==> src/rtl/panel_pkg.sv <==
// Purpose: shared constants for the converter front-panel display
// Assumes: 100 MHz ref_clk_i, segment bits ordered dp,g,f,e,d,c,b,a
// Notes:   long counts are top-level parameters defaulting to these values
package panel_pkg;

  // clock and timing
  localparam int CLK_KHZ         = 100_000;
  localparam int DEBOUNCE_MS     = 10;
  localparam int DEBOUNCE_CYC    = DEBOUNCE_MS * CLK_KHZ;
  localparam int BLINK_MS        = 250;
  localparam int BLINK_CYC       = BLINK_MS * CLK_KHZ;
  localparam int ALT_MS          = 500;
  localparam int ALT_CYC         = ALT_MS * CLK_KHZ;

  // display limits
  localparam logic [9:0] LIM_999 = 10'h3E7;
  localparam logic [9:0] LIM_400 = 10'h190;
  localparam logic [9:0] LIM_300 = 10'h12C;

  // navigation sizes
  localparam logic [2:0] ITEM_LAST   = 3'h7;
  localparam logic [1:0] DIAG_LAST   = 2'h3;
  localparam logic [4:0] PARAM_LAST  = 5'h12;
  localparam logic [1:0] DIAG_IO     = 2'h0;
  localparam logic [1:0] DIAG_FORCE  = 2'h1;
  localparam logic [1:0] DIAG_VER_LO = 2'h2;

  // version numbers, values arbitrary
  localparam logic [9:0] SW_VER_LO   = 10'h00B;
  localparam logic [9:0] SW_VER_HI   = 10'h016;

  // avalon register byte offsets and reset values
  localparam logic [3:0] OFS_CTRL    = 4'h0;
  localparam logic [3:0] OFS_STATUS  = 4'h4;
  localparam logic [3:0] OFS_IO      = 4'h8;
  localparam logic       CTRL_RST    = 1'b0;

  // segment patterns
  localparam logic [7:0] CH_BLANK = 8'h00;
  localparam logic [7:0] CH_DASH  = 8'h40;
  localparam logic [7:0] CH_R     = 8'h50;
  localparam logic [7:0] CH_O     = 8'h5C;
  localparam logic [7:0] CH_F     = 8'h71;
  localparam logic [7:0] CH_N     = 8'h54;
  localparam logic [7:0] CH_P     = 8'h73;
  localparam logic [7:0] CH_C     = 8'h39;
  localparam logic [7:0] CH_T     = 8'h78;
  localparam logic [7:0] CH_J     = 8'h1E;
  localparam logic [7:0] CH_B     = 8'h7C;
  localparam logic [7:0] CH_L     = 8'h38;
  localparam logic [7:0] CH_A     = 8'h77;
  localparam logic [7:0] CH_1     = 8'h06;
  localparam logic [7:0] CH_2     = 8'h5B;
  localparam logic [7:0] CH_DP    = 8'h80;

  typedef enum logic [3:0]
  {
    MODE_STATUS = 4'b0001,
    MODE_DIAG   = 4'b0010,
    MODE_ALARM  = 4'b0100,
    MODE_PARAM  = 4'b1000
  } mode_e;

endpackage

==> src/rtl/panel_debounce.sv <==
// Purpose: one pushbutton filter giving a single press pulse
// Assumes: raw_i already synchronous to ref_clk_i
// Notes:   the input must stay unchanged CYCLES clocks to be accepted
module panel_debounce #(
  parameter int CYCLES = 16
) (
  input  wire logic ref_clk_i,
  input  wire logic rst_b_i,
  input  wire logic raw_i,
  output logic      press_o
);

  logic [31:0] cnt_reg;
  logic        stable_reg;

  always_ff @(posedge ref_clk_i or negedge rst_b_i)
  begin
    if (!rst_b_i)
    begin
      cnt_reg    <= 32'h0000_0000;
      stable_reg <= 1'b0;
      press_o    <= 1'b0;
    end
    else
    begin
      press_o <= 1'b0;
      if (raw_i == stable_reg)
        cnt_reg <= 32'h0000_0000;
      else if (cnt_reg == 32'(CYCLES - 1))
      begin
        cnt_reg    <= 32'h0000_0000;
        stable_reg <= raw_i;
        press_o    <= raw_i;
      end
      else
        cnt_reg <= cnt_reg + 32'h0000_0001;
    end
  end

endmodule // panel_debounce

==> src/rtl/panel_digit_enc.sv <==
// Purpose: decimal value to three seven-segment patterns
// Assumes: value_i never above 999
// Notes:   purely combinational, leading zeros are kept
module panel_digit_enc (
  input  wire logic [9:0] value_i,
  output logic      [7:0] seg2_o,
  output logic      [7:0] seg1_o,
  output logic      [7:0] seg0_o
);

  function automatic logic [7:0] seg_of(input logic [3:0] d);
    case (d)
      4'h0:    seg_of = 8'h3F;
      4'h1:    seg_of = 8'h06;
      4'h2:    seg_of = 8'h5B;
      4'h3:    seg_of = 8'h4F;
      4'h4:    seg_of = 8'h66;
      4'h5:    seg_of = 8'h6D;
      4'h6:    seg_of = 8'h7D;
      4'h7:    seg_of = 8'h07;
      4'h8:    seg_of = 8'h7F;
      4'h9:    seg_of = 8'h6F;
      default: seg_of = 8'h40;
    endcase
  endfunction

  logic [3:0] hund;
  logic [3:0] tens;
  logic [3:0] ones;

  always_comb
  begin
    hund   = 4'(value_i / 10'h064);
    tens   = 4'((value_i / 10'h00A) % 10'h00A);
    ones   = 4'(value_i % 10'h00A);
    seg2_o = seg_of(hund);
    seg1_o = seg_of(tens);
    seg0_o = seg_of(ones);
  end

endmodule // panel_digit_enc

==> src/rtl/converter_front_panel_display.sv <==
// Purpose: front-panel display and pushbutton logic of the converter
// Assumes: all inputs synchronous to ref_clk_i, buttons active high
// Notes:   measurement inputs arrive already averaged by control logic
module converter_front_panel_display #(
  parameter int DEBOUNCE_CYCLES = panel_pkg::DEBOUNCE_CYC,
  parameter int BLINK_CYCLES    = panel_pkg::BLINK_CYC,
  parameter int ALT_CYCLES      = panel_pkg::ALT_CYC
) (
  input  wire logic        ref_clk_i,
  input  wire logic        rst_b_i,
  input  wire logic        btn_mode_i,
  input  wire logic        btn_up_i,
  input  wire logic        btn_down_i,
  input  wire logic        btn_set_i,
  input  wire logic        drive_pairing_i,
  input  wire logic        init_done_i,
  input  wire logic        servo_on_i,
  input  wire logic        bus_established_i,
  input  wire logic        forced_stop_input_i,
  input  wire logic        alarm_raise_i,
  input  wire logic [6:0]  alarm_code_i,
  input  wire logic        alarm_cause_i,
  input  wire logic [9:0]  bus_voltage_i,
  input  wire logic [9:0]  eff_load_i,
  input  wire logic [9:0]  peak_load_i,
  input  wire logic [9:0]  regen_load_i,
  input  wire logic [13:0] power_now_i,
  input  wire logic [9:0]  energy_kwh_i,
  input  wire logic [9:0]  energy_mwh_i,
  input  wire logic [7:0]  io_connector_in_i,
  input  wire logic [7:0]  do_normal_i,
  input  wire logic [3:0]  avs_address_i,
  input  wire logic        avs_read_i,
  input  wire logic        avs_write_i,
  input  wire logic [31:0] avs_writedata_i,
  input  wire logic [3:0]  avs_byteenable_i,
  output logic      [31:0] avs_readdata_o,
  output logic             avs_waitrequest_o,
  output logic      [7:0]  seg_digit2_o,
  output logic      [7:0]  seg_digit1_o,
  output logic      [7:0]  seg_digit0_o,
  output logic      [7:0]  io_connector_out_o,
  output logic             run_enable_o,
  output logic             alarm_active_o,
  output logic             ready_on_o
);

  panel_pkg::mode_e mode_reg;
  logic [3:0]  press;
  logic [3:0]  btn_raw;
  logic        p_mode;
  logic        p_up;
  logic        p_down;
  logic        p_set;
  logic [2:0]  item_reg;
  logic        show_value_reg;
  logic [1:0]  diag_reg;
  logic        force_on_reg;
  logic [7:0]  force_reg;
  logic [2:0]  do_sel_reg;
  logic        alarm_reg;
  logic [6:0]  code_reg;
  logic [4:0]  param_reg;
  logic        pairing_gp_reg;
  logic        captured_reg;
  logic [31:0] blink_cnt_reg;
  logic        blink_reg;
  logic [31:0] alt_cnt_reg;
  logic        alt_reg;
  logic        power_resolution_param;
  logic        ack_reg;
  logic        ready_on;
  logic [9:0]  power_kw;
  logic [9:0]  value;
  logic        numeric;
  logic        blank_lead;
  logic [7:0]  sym2;
  logic [7:0]  sym1;
  logic [7:0]  sym0;
  logic [7:0]  num2;
  logic [7:0]  num1;
  logic [7:0]  num0;
  logic [7:0]  d2;
  logic [7:0]  d1;
  logic [7:0]  d0;

  function automatic logic [9:0] sat(input logic [9:0] v,
                                     input logic [9:0] lim);
    sat = (v > lim) ? lim : v;
  endfunction

  // button filters, order mode, up, down, set
  assign btn_raw = {btn_set_i, btn_down_i, btn_up_i, btn_mode_i};
  genvar gi;
  generate
    for (gi = 0; gi < 4; gi++)
    begin : g_btn
      panel_debounce #(
        .CYCLES (DEBOUNCE_CYCLES)
      ) u_deb (
        .ref_clk_i (ref_clk_i),
        .rst_b_i   (rst_b_i),
        .raw_i     (btn_raw[gi]),
        .press_o   (press[gi])
      );
    end
  endgenerate

  assign p_mode = press[0];
  assign p_up   = press[1];
  assign p_down = press[2];
  assign p_set  = press[3];

  // pairing strap is caught after reset release, not by the reset itself
  always_ff @(posedge ref_clk_i or negedge rst_b_i)
  begin
    if (!rst_b_i)
    begin
      pairing_gp_reg <= 1'b0;
      captured_reg   <= 1'b0;
    end
    else if (!captured_reg)
    begin
      pairing_gp_reg <= drive_pairing_i;
      captured_reg   <= 1'b1;
    end
  end

  // mode sequence; a new alarm takes the display over
  always_ff @(posedge ref_clk_i or negedge rst_b_i)
  begin
    if (!rst_b_i)
      mode_reg <= panel_pkg::MODE_STATUS;
    else if (alarm_raise_i)
      mode_reg <= panel_pkg::MODE_ALARM;
    else if (p_mode)
    begin
      case (mode_reg)
        panel_pkg::MODE_STATUS: mode_reg <= panel_pkg::MODE_DIAG;
        panel_pkg::MODE_DIAG:   mode_reg <= panel_pkg::MODE_ALARM;
        panel_pkg::MODE_ALARM:  mode_reg <= panel_pkg::MODE_PARAM;
        panel_pkg::MODE_PARAM:  mode_reg <= panel_pkg::MODE_STATUS;
        default:                mode_reg <= panel_pkg::MODE_STATUS;
      endcase
    end
  end

  // status item selection
  always_ff @(posedge ref_clk_i or negedge rst_b_i)
  begin
    if (!rst_b_i)
    begin
      item_reg       <= 3'h0;
      show_value_reg <= 1'b0;
    end
    else if (mode_reg == panel_pkg::MODE_STATUS)
    begin
      if (p_up)
      begin
        item_reg       <= item_reg + 3'h1;
        show_value_reg <= 1'b0;
      end
      else if (p_down)
      begin
        item_reg       <= item_reg - 3'h1;
        show_value_reg <= 1'b0;
      end
      else if (p_set)
        show_value_reg <= ~show_value_reg;
    end
    else
      show_value_reg <= 1'b0;
  end

  // diagnostic screens and forced outputs
  always_ff @(posedge ref_clk_i or negedge rst_b_i)
  begin
    if (!rst_b_i)
    begin
      diag_reg     <= panel_pkg::DIAG_IO;
      force_on_reg <= 1'b0;
      force_reg    <= 8'h00;
      do_sel_reg   <= 3'h0;
    end
    else if (mode_reg != panel_pkg::MODE_DIAG)
    begin
      diag_reg     <= panel_pkg::DIAG_IO;
      force_on_reg <= 1'b0;
    end
    else if (force_on_reg)
    begin
      if (p_set)
        force_on_reg <= 1'b0;
      else if (p_up)
        do_sel_reg <= do_sel_reg + 3'h1;
      else if (p_down)
        force_reg[do_sel_reg] <= ~force_reg[do_sel_reg];
    end
    else if (p_set && diag_reg == panel_pkg::DIAG_FORCE)
    begin
      force_on_reg <= 1'b1;
      force_reg    <= do_normal_i;
    end
    else if (p_up)
      diag_reg <= (diag_reg == panel_pkg::DIAG_LAST) ?
                  panel_pkg::DIAG_IO : diag_reg + 2'h1;
    else if (p_down)
      diag_reg <= (diag_reg == panel_pkg::DIAG_IO) ?
                  panel_pkg::DIAG_LAST : diag_reg - 2'h1;
  end

  // outputs forced regardless of run state while forcing is on
  always_ff @(posedge ref_clk_i or negedge rst_b_i)
  begin
    if (!rst_b_i)
      io_connector_out_o <= 8'h00;
    else
      io_connector_out_o <= force_on_reg ? force_reg : do_normal_i;
  end

  // alarm latch; a new alarm beats a clear in the same cycle
  always_ff @(posedge ref_clk_i or negedge rst_b_i)
  begin
    if (!rst_b_i)
    begin
      alarm_reg <= 1'b0;
      code_reg  <= 7'h00;
    end
    else if (alarm_raise_i)
    begin
      alarm_reg <= 1'b1;
      code_reg  <= alarm_code_i;
    end
    else if (p_set && mode_reg == panel_pkg::MODE_ALARM && !alarm_cause_i)
      alarm_reg <= 1'b0;
  end

  // parameter number selection
  always_ff @(posedge ref_clk_i or negedge rst_b_i)
  begin
    if (!rst_b_i)
      param_reg <= 5'h00;
    else if (mode_reg == panel_pkg::MODE_PARAM)
    begin
      if (p_up)
        param_reg <= (param_reg == panel_pkg::PARAM_LAST) ?
                     5'h00 : param_reg + 5'h01;
      else if (p_down)
        param_reg <= (param_reg == 5'h00) ?
                     panel_pkg::PARAM_LAST : param_reg - 5'h01;
    end
  end

  // free-running blink and alternation timers
  always_ff @(posedge ref_clk_i or negedge rst_b_i)
  begin
    if (!rst_b_i)
    begin
      blink_cnt_reg <= 32'h0000_0000;
      blink_reg     <= 1'b0;
    end
    else if (blink_cnt_reg == 32'(BLINK_CYCLES - 1))
    begin
      blink_cnt_reg <= 32'h0000_0000;
      blink_reg     <= ~blink_reg;
    end
    else
      blink_cnt_reg <= blink_cnt_reg + 32'h0000_0001;
  end

  always_ff @(posedge ref_clk_i or negedge rst_b_i)
  begin
    if (!rst_b_i)
    begin
      alt_cnt_reg <= 32'h0000_0000;
      alt_reg     <= 1'b0;
    end
    else if (alt_cnt_reg == 32'(ALT_CYCLES - 1))
    begin
      alt_cnt_reg <= 32'h0000_0000;
      alt_reg     <= ~alt_reg;
    end
    else
      alt_cnt_reg <= alt_cnt_reg + 32'h0000_0001;
  end

  // readiness and run permission
  assign ready_on = init_done_i & bus_established_i & forced_stop_input_i
                  & ~alarm_reg & (pairing_gp_reg | servo_on_i);

  always_ff @(posedge ref_clk_i or negedge rst_b_i)
  begin
    if (!rst_b_i)
    begin
      run_enable_o   <= 1'b0;
      alarm_active_o <= 1'b0;
      ready_on_o     <= 1'b0;
    end
    else
    begin
      run_enable_o   <= ~alarm_reg & ~alarm_raise_i & forced_stop_input_i;
      alarm_active_o <= alarm_reg;
      ready_on_o     <= ready_on;
    end
  end

  // 0.1 kW units in, scaled down when whole kilowatts are chosen
  assign power_kw = power_resolution_param ?
                    sat(10'(power_now_i > 14'h03E7 ? 14'h03E7 : power_now_i),
                        panel_pkg::LIM_999) :
                    sat(10'((power_now_i / 14'h000A) > 14'h03E7 ?
                            14'h03E7 : power_now_i / 14'h000A),
                        panel_pkg::LIM_999);

  // screen content selection
  always_comb
  begin
    value      = 10'h000;
    numeric    = 1'b0;
    blank_lead = 1'b0;
    sym2       = panel_pkg::CH_BLANK;
    sym1       = panel_pkg::CH_BLANK;
    sym0       = panel_pkg::CH_BLANK;
    case (mode_reg)
      panel_pkg::MODE_STATUS:
      begin
        blank_lead = 1'b1;
        numeric    = show_value_reg && (item_reg != 3'h0);
        case (item_reg)
          3'h0:
          begin
            sym2 = panel_pkg::CH_R;
            sym1 = panel_pkg::CH_O;
            sym0 = ready_on ? panel_pkg::CH_N : panel_pkg::CH_F;
          end
          3'h1:
          begin
            value = sat(bus_voltage_i, panel_pkg::LIM_999);
            sym1  = panel_pkg::CH_P; // bus_voltage_tag
            sym0  = panel_pkg::CH_N;
          end
          3'h2:
          begin
            value = sat(eff_load_i, panel_pkg::LIM_300);
            sym0  = panel_pkg::CH_J;
          end
          3'h3:
          begin
            value = sat(peak_load_i, panel_pkg::LIM_400);
            sym0  = panel_pkg::CH_B;
          end
          3'h4:
          begin
            value = sat(regen_load_i, panel_pkg::LIM_300);
            sym0  = panel_pkg::CH_L;
          end
          3'h5:
          begin
            value = power_kw; // power_now_tag
            sym2  = panel_pkg::CH_P;
            sym1  = panel_pkg::CH_C;
            sym0  = panel_pkg::CH_1;
          end
          3'h6:
          begin
            value = sat(energy_kwh_i, panel_pkg::LIM_999);
            sym2  = panel_pkg::CH_T; // energy_kwh_tag
            sym1  = panel_pkg::CH_P;
            sym0  = panel_pkg::CH_1;
          end
          default:
          begin
            value = sat(energy_mwh_i, panel_pkg::LIM_999);
            sym2  = panel_pkg::CH_T; // energy_mwh_tag
            sym1  = panel_pkg::CH_P;
            sym0  = panel_pkg::CH_2;
          end
        endcase
      end
      panel_pkg::MODE_DIAG:
      begin
        case (diag_reg)
          panel_pkg::DIAG_IO:
          begin
            sym2 = io_connector_in_i;
            sym1 = io_connector_out_o;
          end
          panel_pkg::DIAG_FORCE:
          begin
            numeric = force_on_reg;
            value   = 10'(do_sel_reg) * 10'h00A +
                      10'(force_reg[do_sel_reg]);
            sym2    = panel_pkg::CH_DASH;
            sym1    = panel_pkg::CH_DASH;
            sym0    = panel_pkg::CH_DASH;
          end
          panel_pkg::DIAG_VER_LO:
          begin
            numeric = 1'b1;
            value   = panel_pkg::SW_VER_LO;
          end
          default:
          begin
            numeric = 1'b1;
            value   = panel_pkg::SW_VER_HI;
          end
        endcase
      end
      panel_pkg::MODE_ALARM:
      begin
        numeric = alarm_reg;
        value   = {3'h0, code_reg};
        sym1    = panel_pkg::CH_DASH;
        sym0    = panel_pkg::CH_DASH;
      end
      panel_pkg::MODE_PARAM:
      begin
        numeric = alt_reg;
        value   = {5'h00, param_reg} + 10'h001;
        sym1    = panel_pkg::CH_P;
        sym0    = panel_pkg::CH_A;
      end
      default:
      begin
        sym2 = panel_pkg::CH_DASH;
      end
    endcase
  end

  panel_digit_enc u_enc (
    .value_i (value),
    .seg2_o  (num2),
    .seg1_o  (num1),
    .seg0_o  (num0)
  );

  always_comb
  begin
    d2 = sym2;
    d1 = sym1;
    d0 = sym0;
    if (numeric)
    begin
      d0 = num0;
      d1 = (blank_lead && value < 10'h00A) ? panel_pkg::CH_BLANK : num1;
      d2 = (blank_lead && value < 10'h064) ? panel_pkg::CH_BLANK : num2;
      if (mode_reg == panel_pkg::MODE_ALARM)
        d2 = panel_pkg::CH_A;
      else if (mode_reg == panel_pkg::MODE_PARAM)
        d2 = panel_pkg::CH_BLANK;
    end
  end

  // registered segment drive, third digit dp blinks during an alarm except on the alarm screen
  always_ff @(posedge ref_clk_i or negedge rst_b_i)
  begin
    if (!rst_b_i)
    begin
      seg_digit2_o <= panel_pkg::CH_BLANK;
      seg_digit1_o <= panel_pkg::CH_BLANK;
      seg_digit0_o <= panel_pkg::CH_BLANK;
    end
    else
    begin
      seg_digit2_o <= (alarm_reg && blink_reg &&
                       mode_reg != panel_pkg::MODE_ALARM) ?
                      (d2 | panel_pkg::CH_DP) : d2;
      seg_digit1_o <= d1;
      seg_digit0_o <= d0;
    end
  end

  // avalon slave, one wait state on every access
  assign avs_waitrequest_o = (avs_read_i | avs_write_i) & ~ack_reg;

  always_ff @(posedge ref_clk_i or negedge rst_b_i)
  begin
    if (!rst_b_i)
      ack_reg <= 1'b0;
    else
      ack_reg <= (avs_read_i | avs_write_i) & ~ack_reg;
  end

  always_ff @(posedge ref_clk_i or negedge rst_b_i)
  begin
    if (!rst_b_i)
      power_resolution_param <= panel_pkg::CTRL_RST;
    else if (avs_write_i && ack_reg && avs_byteenable_i[0] &&
             avs_address_i == panel_pkg::OFS_CTRL)
      power_resolution_param <= avs_writedata_i[0];
  end

  always_ff @(posedge ref_clk_i or negedge rst_b_i)
  begin
    if (!rst_b_i)
      avs_readdata_o <= 32'h0000_0000;
    else if (avs_read_i && !ack_reg)
    begin
      case (avs_address_i)
        panel_pkg::OFS_CTRL:
          avs_readdata_o <= {31'h0000_0000, power_resolution_param};
        panel_pkg::OFS_STATUS:
          avs_readdata_o <= {17'h0_0000, code_reg, 1'b0, run_enable_o,
                             ready_on_o, alarm_reg, mode_reg};
        panel_pkg::OFS_IO:
          avs_readdata_o <= {16'h0000, io_connector_in_i,
                             io_connector_out_o};
        default:
          avs_readdata_o <= 32'h0000_0000;
      endcase
    end
  end

endmodule // converter_front_panel_display

==> config.mk <==
export PLATFORM = sky130hd
export DESIGN_NAME = converter_front_panel_display
export DESIGN_NICKNAME = d
export VERILOG_FILES = /design/src/rtl/panel_pkg.sv /design/src/rtl/panel_debounce.sv /design/src/rtl/panel_digit_enc.sv /design/src/rtl/converter_front_panel_display.sv
export SDC_FILE = /design/constraint.sdc
export NUM_CORES = 1
export LEC_CHECK = 0
export BUFFER_PORTS_ARGS = -buffer_cell sky130_fd_sc_hd__buf_2
export CORE_ASPECT_RATIO = 0.7
export CORE_MARGIN = 2
export CORE_UTILIZATION = 40
export CTS_CLUSTER_DIAMETER = 30
export DETAILED_ROUTE_END_ITERATION = 6
export MAX_ROUTING_LAYER = met4
export PLACE_DENSITY = 0.68
export SYNTH_ARGS = -nofsm -noshare
export SYNTH_HDL_FRONTEND = slang
export SYNTH_HIERARCHICAL = 1
export SYNTH_SLANG_ARGS = --single-unit
==> constraint.sdc <==
create_clock -name ref_clk_i -period 16.8 [get_ports ref_clk_i]
set_clock_uncertainty 0.2 [all_clocks]
set_input_delay 3.36 -clock ref_clk_i [delete_from_list [all_inputs] [get_ports ref_clk_i]]
set_output_delay 3.36 -clock ref_clk_i [all_outputs]
set_load 0.005 [all_outputs]
==> flow_metrics.env <==
export IMPL_slowest_delay_ns=0.85
export IMPL_die_w_um=275
export IMPL_die_area_um2=53300
export IMPL_cts_setup_buffers=0
export IMPL_slew_headroom_pct=23.5
export IMPL_ys_types=132
export IMPL_met1_length_um=28200
export IMPL_top_layer_used="met4"
export IMPL_cts_resized=0
export IMPL_final_setup_tns_ns=0
export IMPL_cts_made_buffers=70
export IMPL_start_kind="input port"
export IMPL_p_leak_nw=10.1
export IMPL_hold_viol_final=0
export IMPL_cts_tree="yes"
export IMPL_routed_via_density=6.04
export IMPL_io_buffers=169
export IMPL_crit_path_top_delay_cell="o31ai_1"
export IMPL_grt_overflow=0
export IMPL_first_pass_iters=7
export IMPL_synth_edf_count=0
export IMPL_crit_path_frequent_cell="nand2_1"
export IMPL_fillerInstances=4764
export IMPL_grt_pass1_wl_um=99600
export IMPL_fin_ws_ns=4.12
export IMPL_vias=19700
export IMPL_syn_cell_area_um2=20600
export IMPL_ioPinCount=220
export IMPL_status="complete, no violations"
export IMPL_wirelength_um=62500
export IMPL_clockPowerShare_pct=53.9
export IMPL_p_sw_w=0.000730
export IMPL_met3WireLength_um=6270
export IMPL_synth_seq_area_share_pct=35.5
export IMPL_ir_drop_v=0.000122
export IMPL_p_int_w=0.00185
export IMPL_total_power_w=0.00258
export IMPL_rsz0062_at_grt="false"
export IMPL_final_common_cell="dfrtp_1"
export IMPL_routabilityCongestion=0.949
export IMPL_hp_class="register to register"
export IMPL_ant_nets=0
export IMPL_yosys_register_bits=292
export IMPL_setup_violations=0
export IMPL_initial_core_util_pct=40.5
export IMPL_arrival_ns=12.95
export IMPL_placed_area_um2=21700
export IMPL_core_area_um2=50800
export IMPL_power_density_nw_per_um2=107
export IMPL_grt_pass1_vias=18600
export IMPL_postLayoutCellArea_um2=24200
export IMPL_period_minus_slack_ns=12.68
export IMPL_root_buffer="clkbuf_16"
export IMPL_hpwl_um=45700
export IMPL_holdBufCountCts=0
export IMPL_drv_cap=0
export IMPL_wire_per_inst_um=19.2
export IMPL_maxSlewViolCount=0
export IMPL_clkTransAtPathRegs_ns=0.05
export IMPL_clock_path_buffers=3
export IMPL_sw_frac_of_total_pct=28.3
export IMPL_syn_area_per_cell_um2=8.60
export IMPL_finalCritPeriodShare_pct=75.4
export IMPL_async_reset_ff_share_pct=100
export IMPL_chipHeight_um=194
export IMPL_clkLatencyLatePin_ns=0.57
export IMPL_place_ws_ns=3.74
export IMPL_worst_setup_path_end_kind="register"
export IMPL_comb_power_share_pct=16.9
export IMPL_p_seq_share_pct=29.2
export IMPL_drt_iter0_markers=2191
export IMPL_final_cell_mix="dfrtp_1 (291), nor2_1 (229), nand2_1 (206)"
export IMPL_cts_sinks=292
export IMPL_layout_nets=2724
export IMPL_required_ns=17.07
export IMPL_path_max_fanout=29
export IMPL_synth_cells=2391
export IMPL_num_rows=69
export IMPL_largest_reg_flops=128
export IMPL_drive_gt1_share_pct=16.8
export IMPL_fmax_mhz=78.9
export IMPL_dr_wl_met2_um=26600
export IMPL_synth_flop_cell="dfrtp_1"
export IMPL_ys_warn_count=6
export IMPL_worst_pin_slew_ns=1.14
export IMPL_cts_max_level=3
export IMPL_synthToLayoutAreaGrowth_pct=17.7
export IMPL_antenna_found_initial=7
export IMPL_grt_max_degree=181
export IMPL_drc=0
export IMPL_critical_path_class="input port to register"
export IMPL_grt_use_total_pct=23.7
==> cells by family (layout without fill, tap and decap cells) <==
family | Yosys count | in the layout | synth area share (%)
muxes | 47 | 47 | 2.47
AOI/OAI and AO/OA | 662 | 662 | 21.9
and+or+nand+nor | 982 | 982 | 25.6
DFF | 292 | 292 | 35.5
buffers and inverters | 208 | 378 | 5.05
other | 3 | 26 | 0.0547
xor gates and xnor gates | 147 | 147 | 6.35
adders and majority gates | 50 | 50 | 3.03
==> worst max-delay path, delay by kind of cell <==
kind                     cells  cell delay, ns
AND/OR/NAND/NOR             14            2.47
buffers and inverters        4            1.00
AO/OA/AOI/OAI               13            4.14
XOR/XNOR                     2            0.56
adder cells (fa/ha/maj)      3            0.85
multiplexers                 2            0.53
==> final timing paths <==
check                                   startpoint  slack [ns]  cells after the start                                   to
setup / recovery                   power_now_i[13]        4.12                     38            seg_digit1_o[4]$_DFF_PN0_
hold / removal                   ack_reg$_DFF_PN0_        0.25                      1                    ack_reg$_DFF_PN0_
setup reg to reg           item_reg[2]$_DFFE_PN0P_        7.42                     33            seg_digit1_o[4]$_DFF_PN0_
hold reg to reg                  ack_reg$_DFF_PN0_        0.25                      1                    ack_reg$_DFF_PN0_
max in group asynchronous                  rst_b_i       12.29                      2  g_btn[0].u_deb/cnt_reg[6]$_DFF_PN0_
min in group asynchronous                  rst_b_i        2.64                      1          blink_cnt_reg[27]$_DFF_PN0_
==> power groups by stage <==
stage / clock network (W) / registers [W] / logic [W]
finish: 0.00139 / 0.000755 / 0.000435
global route: 0.00146 / 0.000757 / 0.000480
CTS: 0.00141 / 0.000755 / 0.000429
detailed placement: 0 / 0.000765 / 0.000426
global placement: 0 / 0.000764 / 0.000415
floorplan: 0 / 0.000757 / 0.000297
==> metrics by stage <==
stage                     hold slack (ns)  util [%]  cells
after floorplan                     0.235         -   2408
after global placement              0.233      42.8   3125
after detailed placement            0.244      42.8   3125
after CTS                           0.251      47.6   3252
after global routing                0.272      47.7   3258
final                               0.251      47.7   3258
==> per-layer routing <==
metal | vias to the layer above | GRT usage (%)
li1 | 9164 | -
met3 | 123 | 6.32
met1 | 9564 | 33.3
met4 | 0 | 7.07
met5 | - | -
met2 | 821 | 33.1
==> cell usage after synthesis (49+ instances only) <==
| cell | count | share of area, % |
|---|---|---|
| a21oi_1 | 171 | 4.2 |
| clkbuf_1 | 64 | 1.2 |
| dfrtp_1 | 291 | 35 |
| ha_1 | 49 | 3.0 |
| inv_1 | 61 | 1.1 |
| nand2_1 | 206 | 3.8 |
| nand3_1 | 97 | 2.4 |
| nand4_1 | 73 | 2.2 |
| nor2_1 | 230 | 4.2 |
| o21ai_0 | 159 | 3.9 |
| or3_1 | 49 | 1.5 |
| xnor2_1 | 70 | 3.0 |
| xor2_1 | 76 | 3.2 |
==> area by class of cell <==
type | instances | area [µm²] | share of cell area, %
repair buffers | 186 | 996 | 4.12
well taps | 674 | 843 | 3.48
multi-input cells | 1908 | 12300 | 51.0
clock buffers | 90 | 1980 | 8.19
clock inverters | 37 | 477 | 1.97
diodes | 6 | 15.0 | 0.0620
flip-flops and latches | 292 | 7310 | 30.2
inverters | 65 | 244 | 1.01
(Power assumes the default switching activity.)
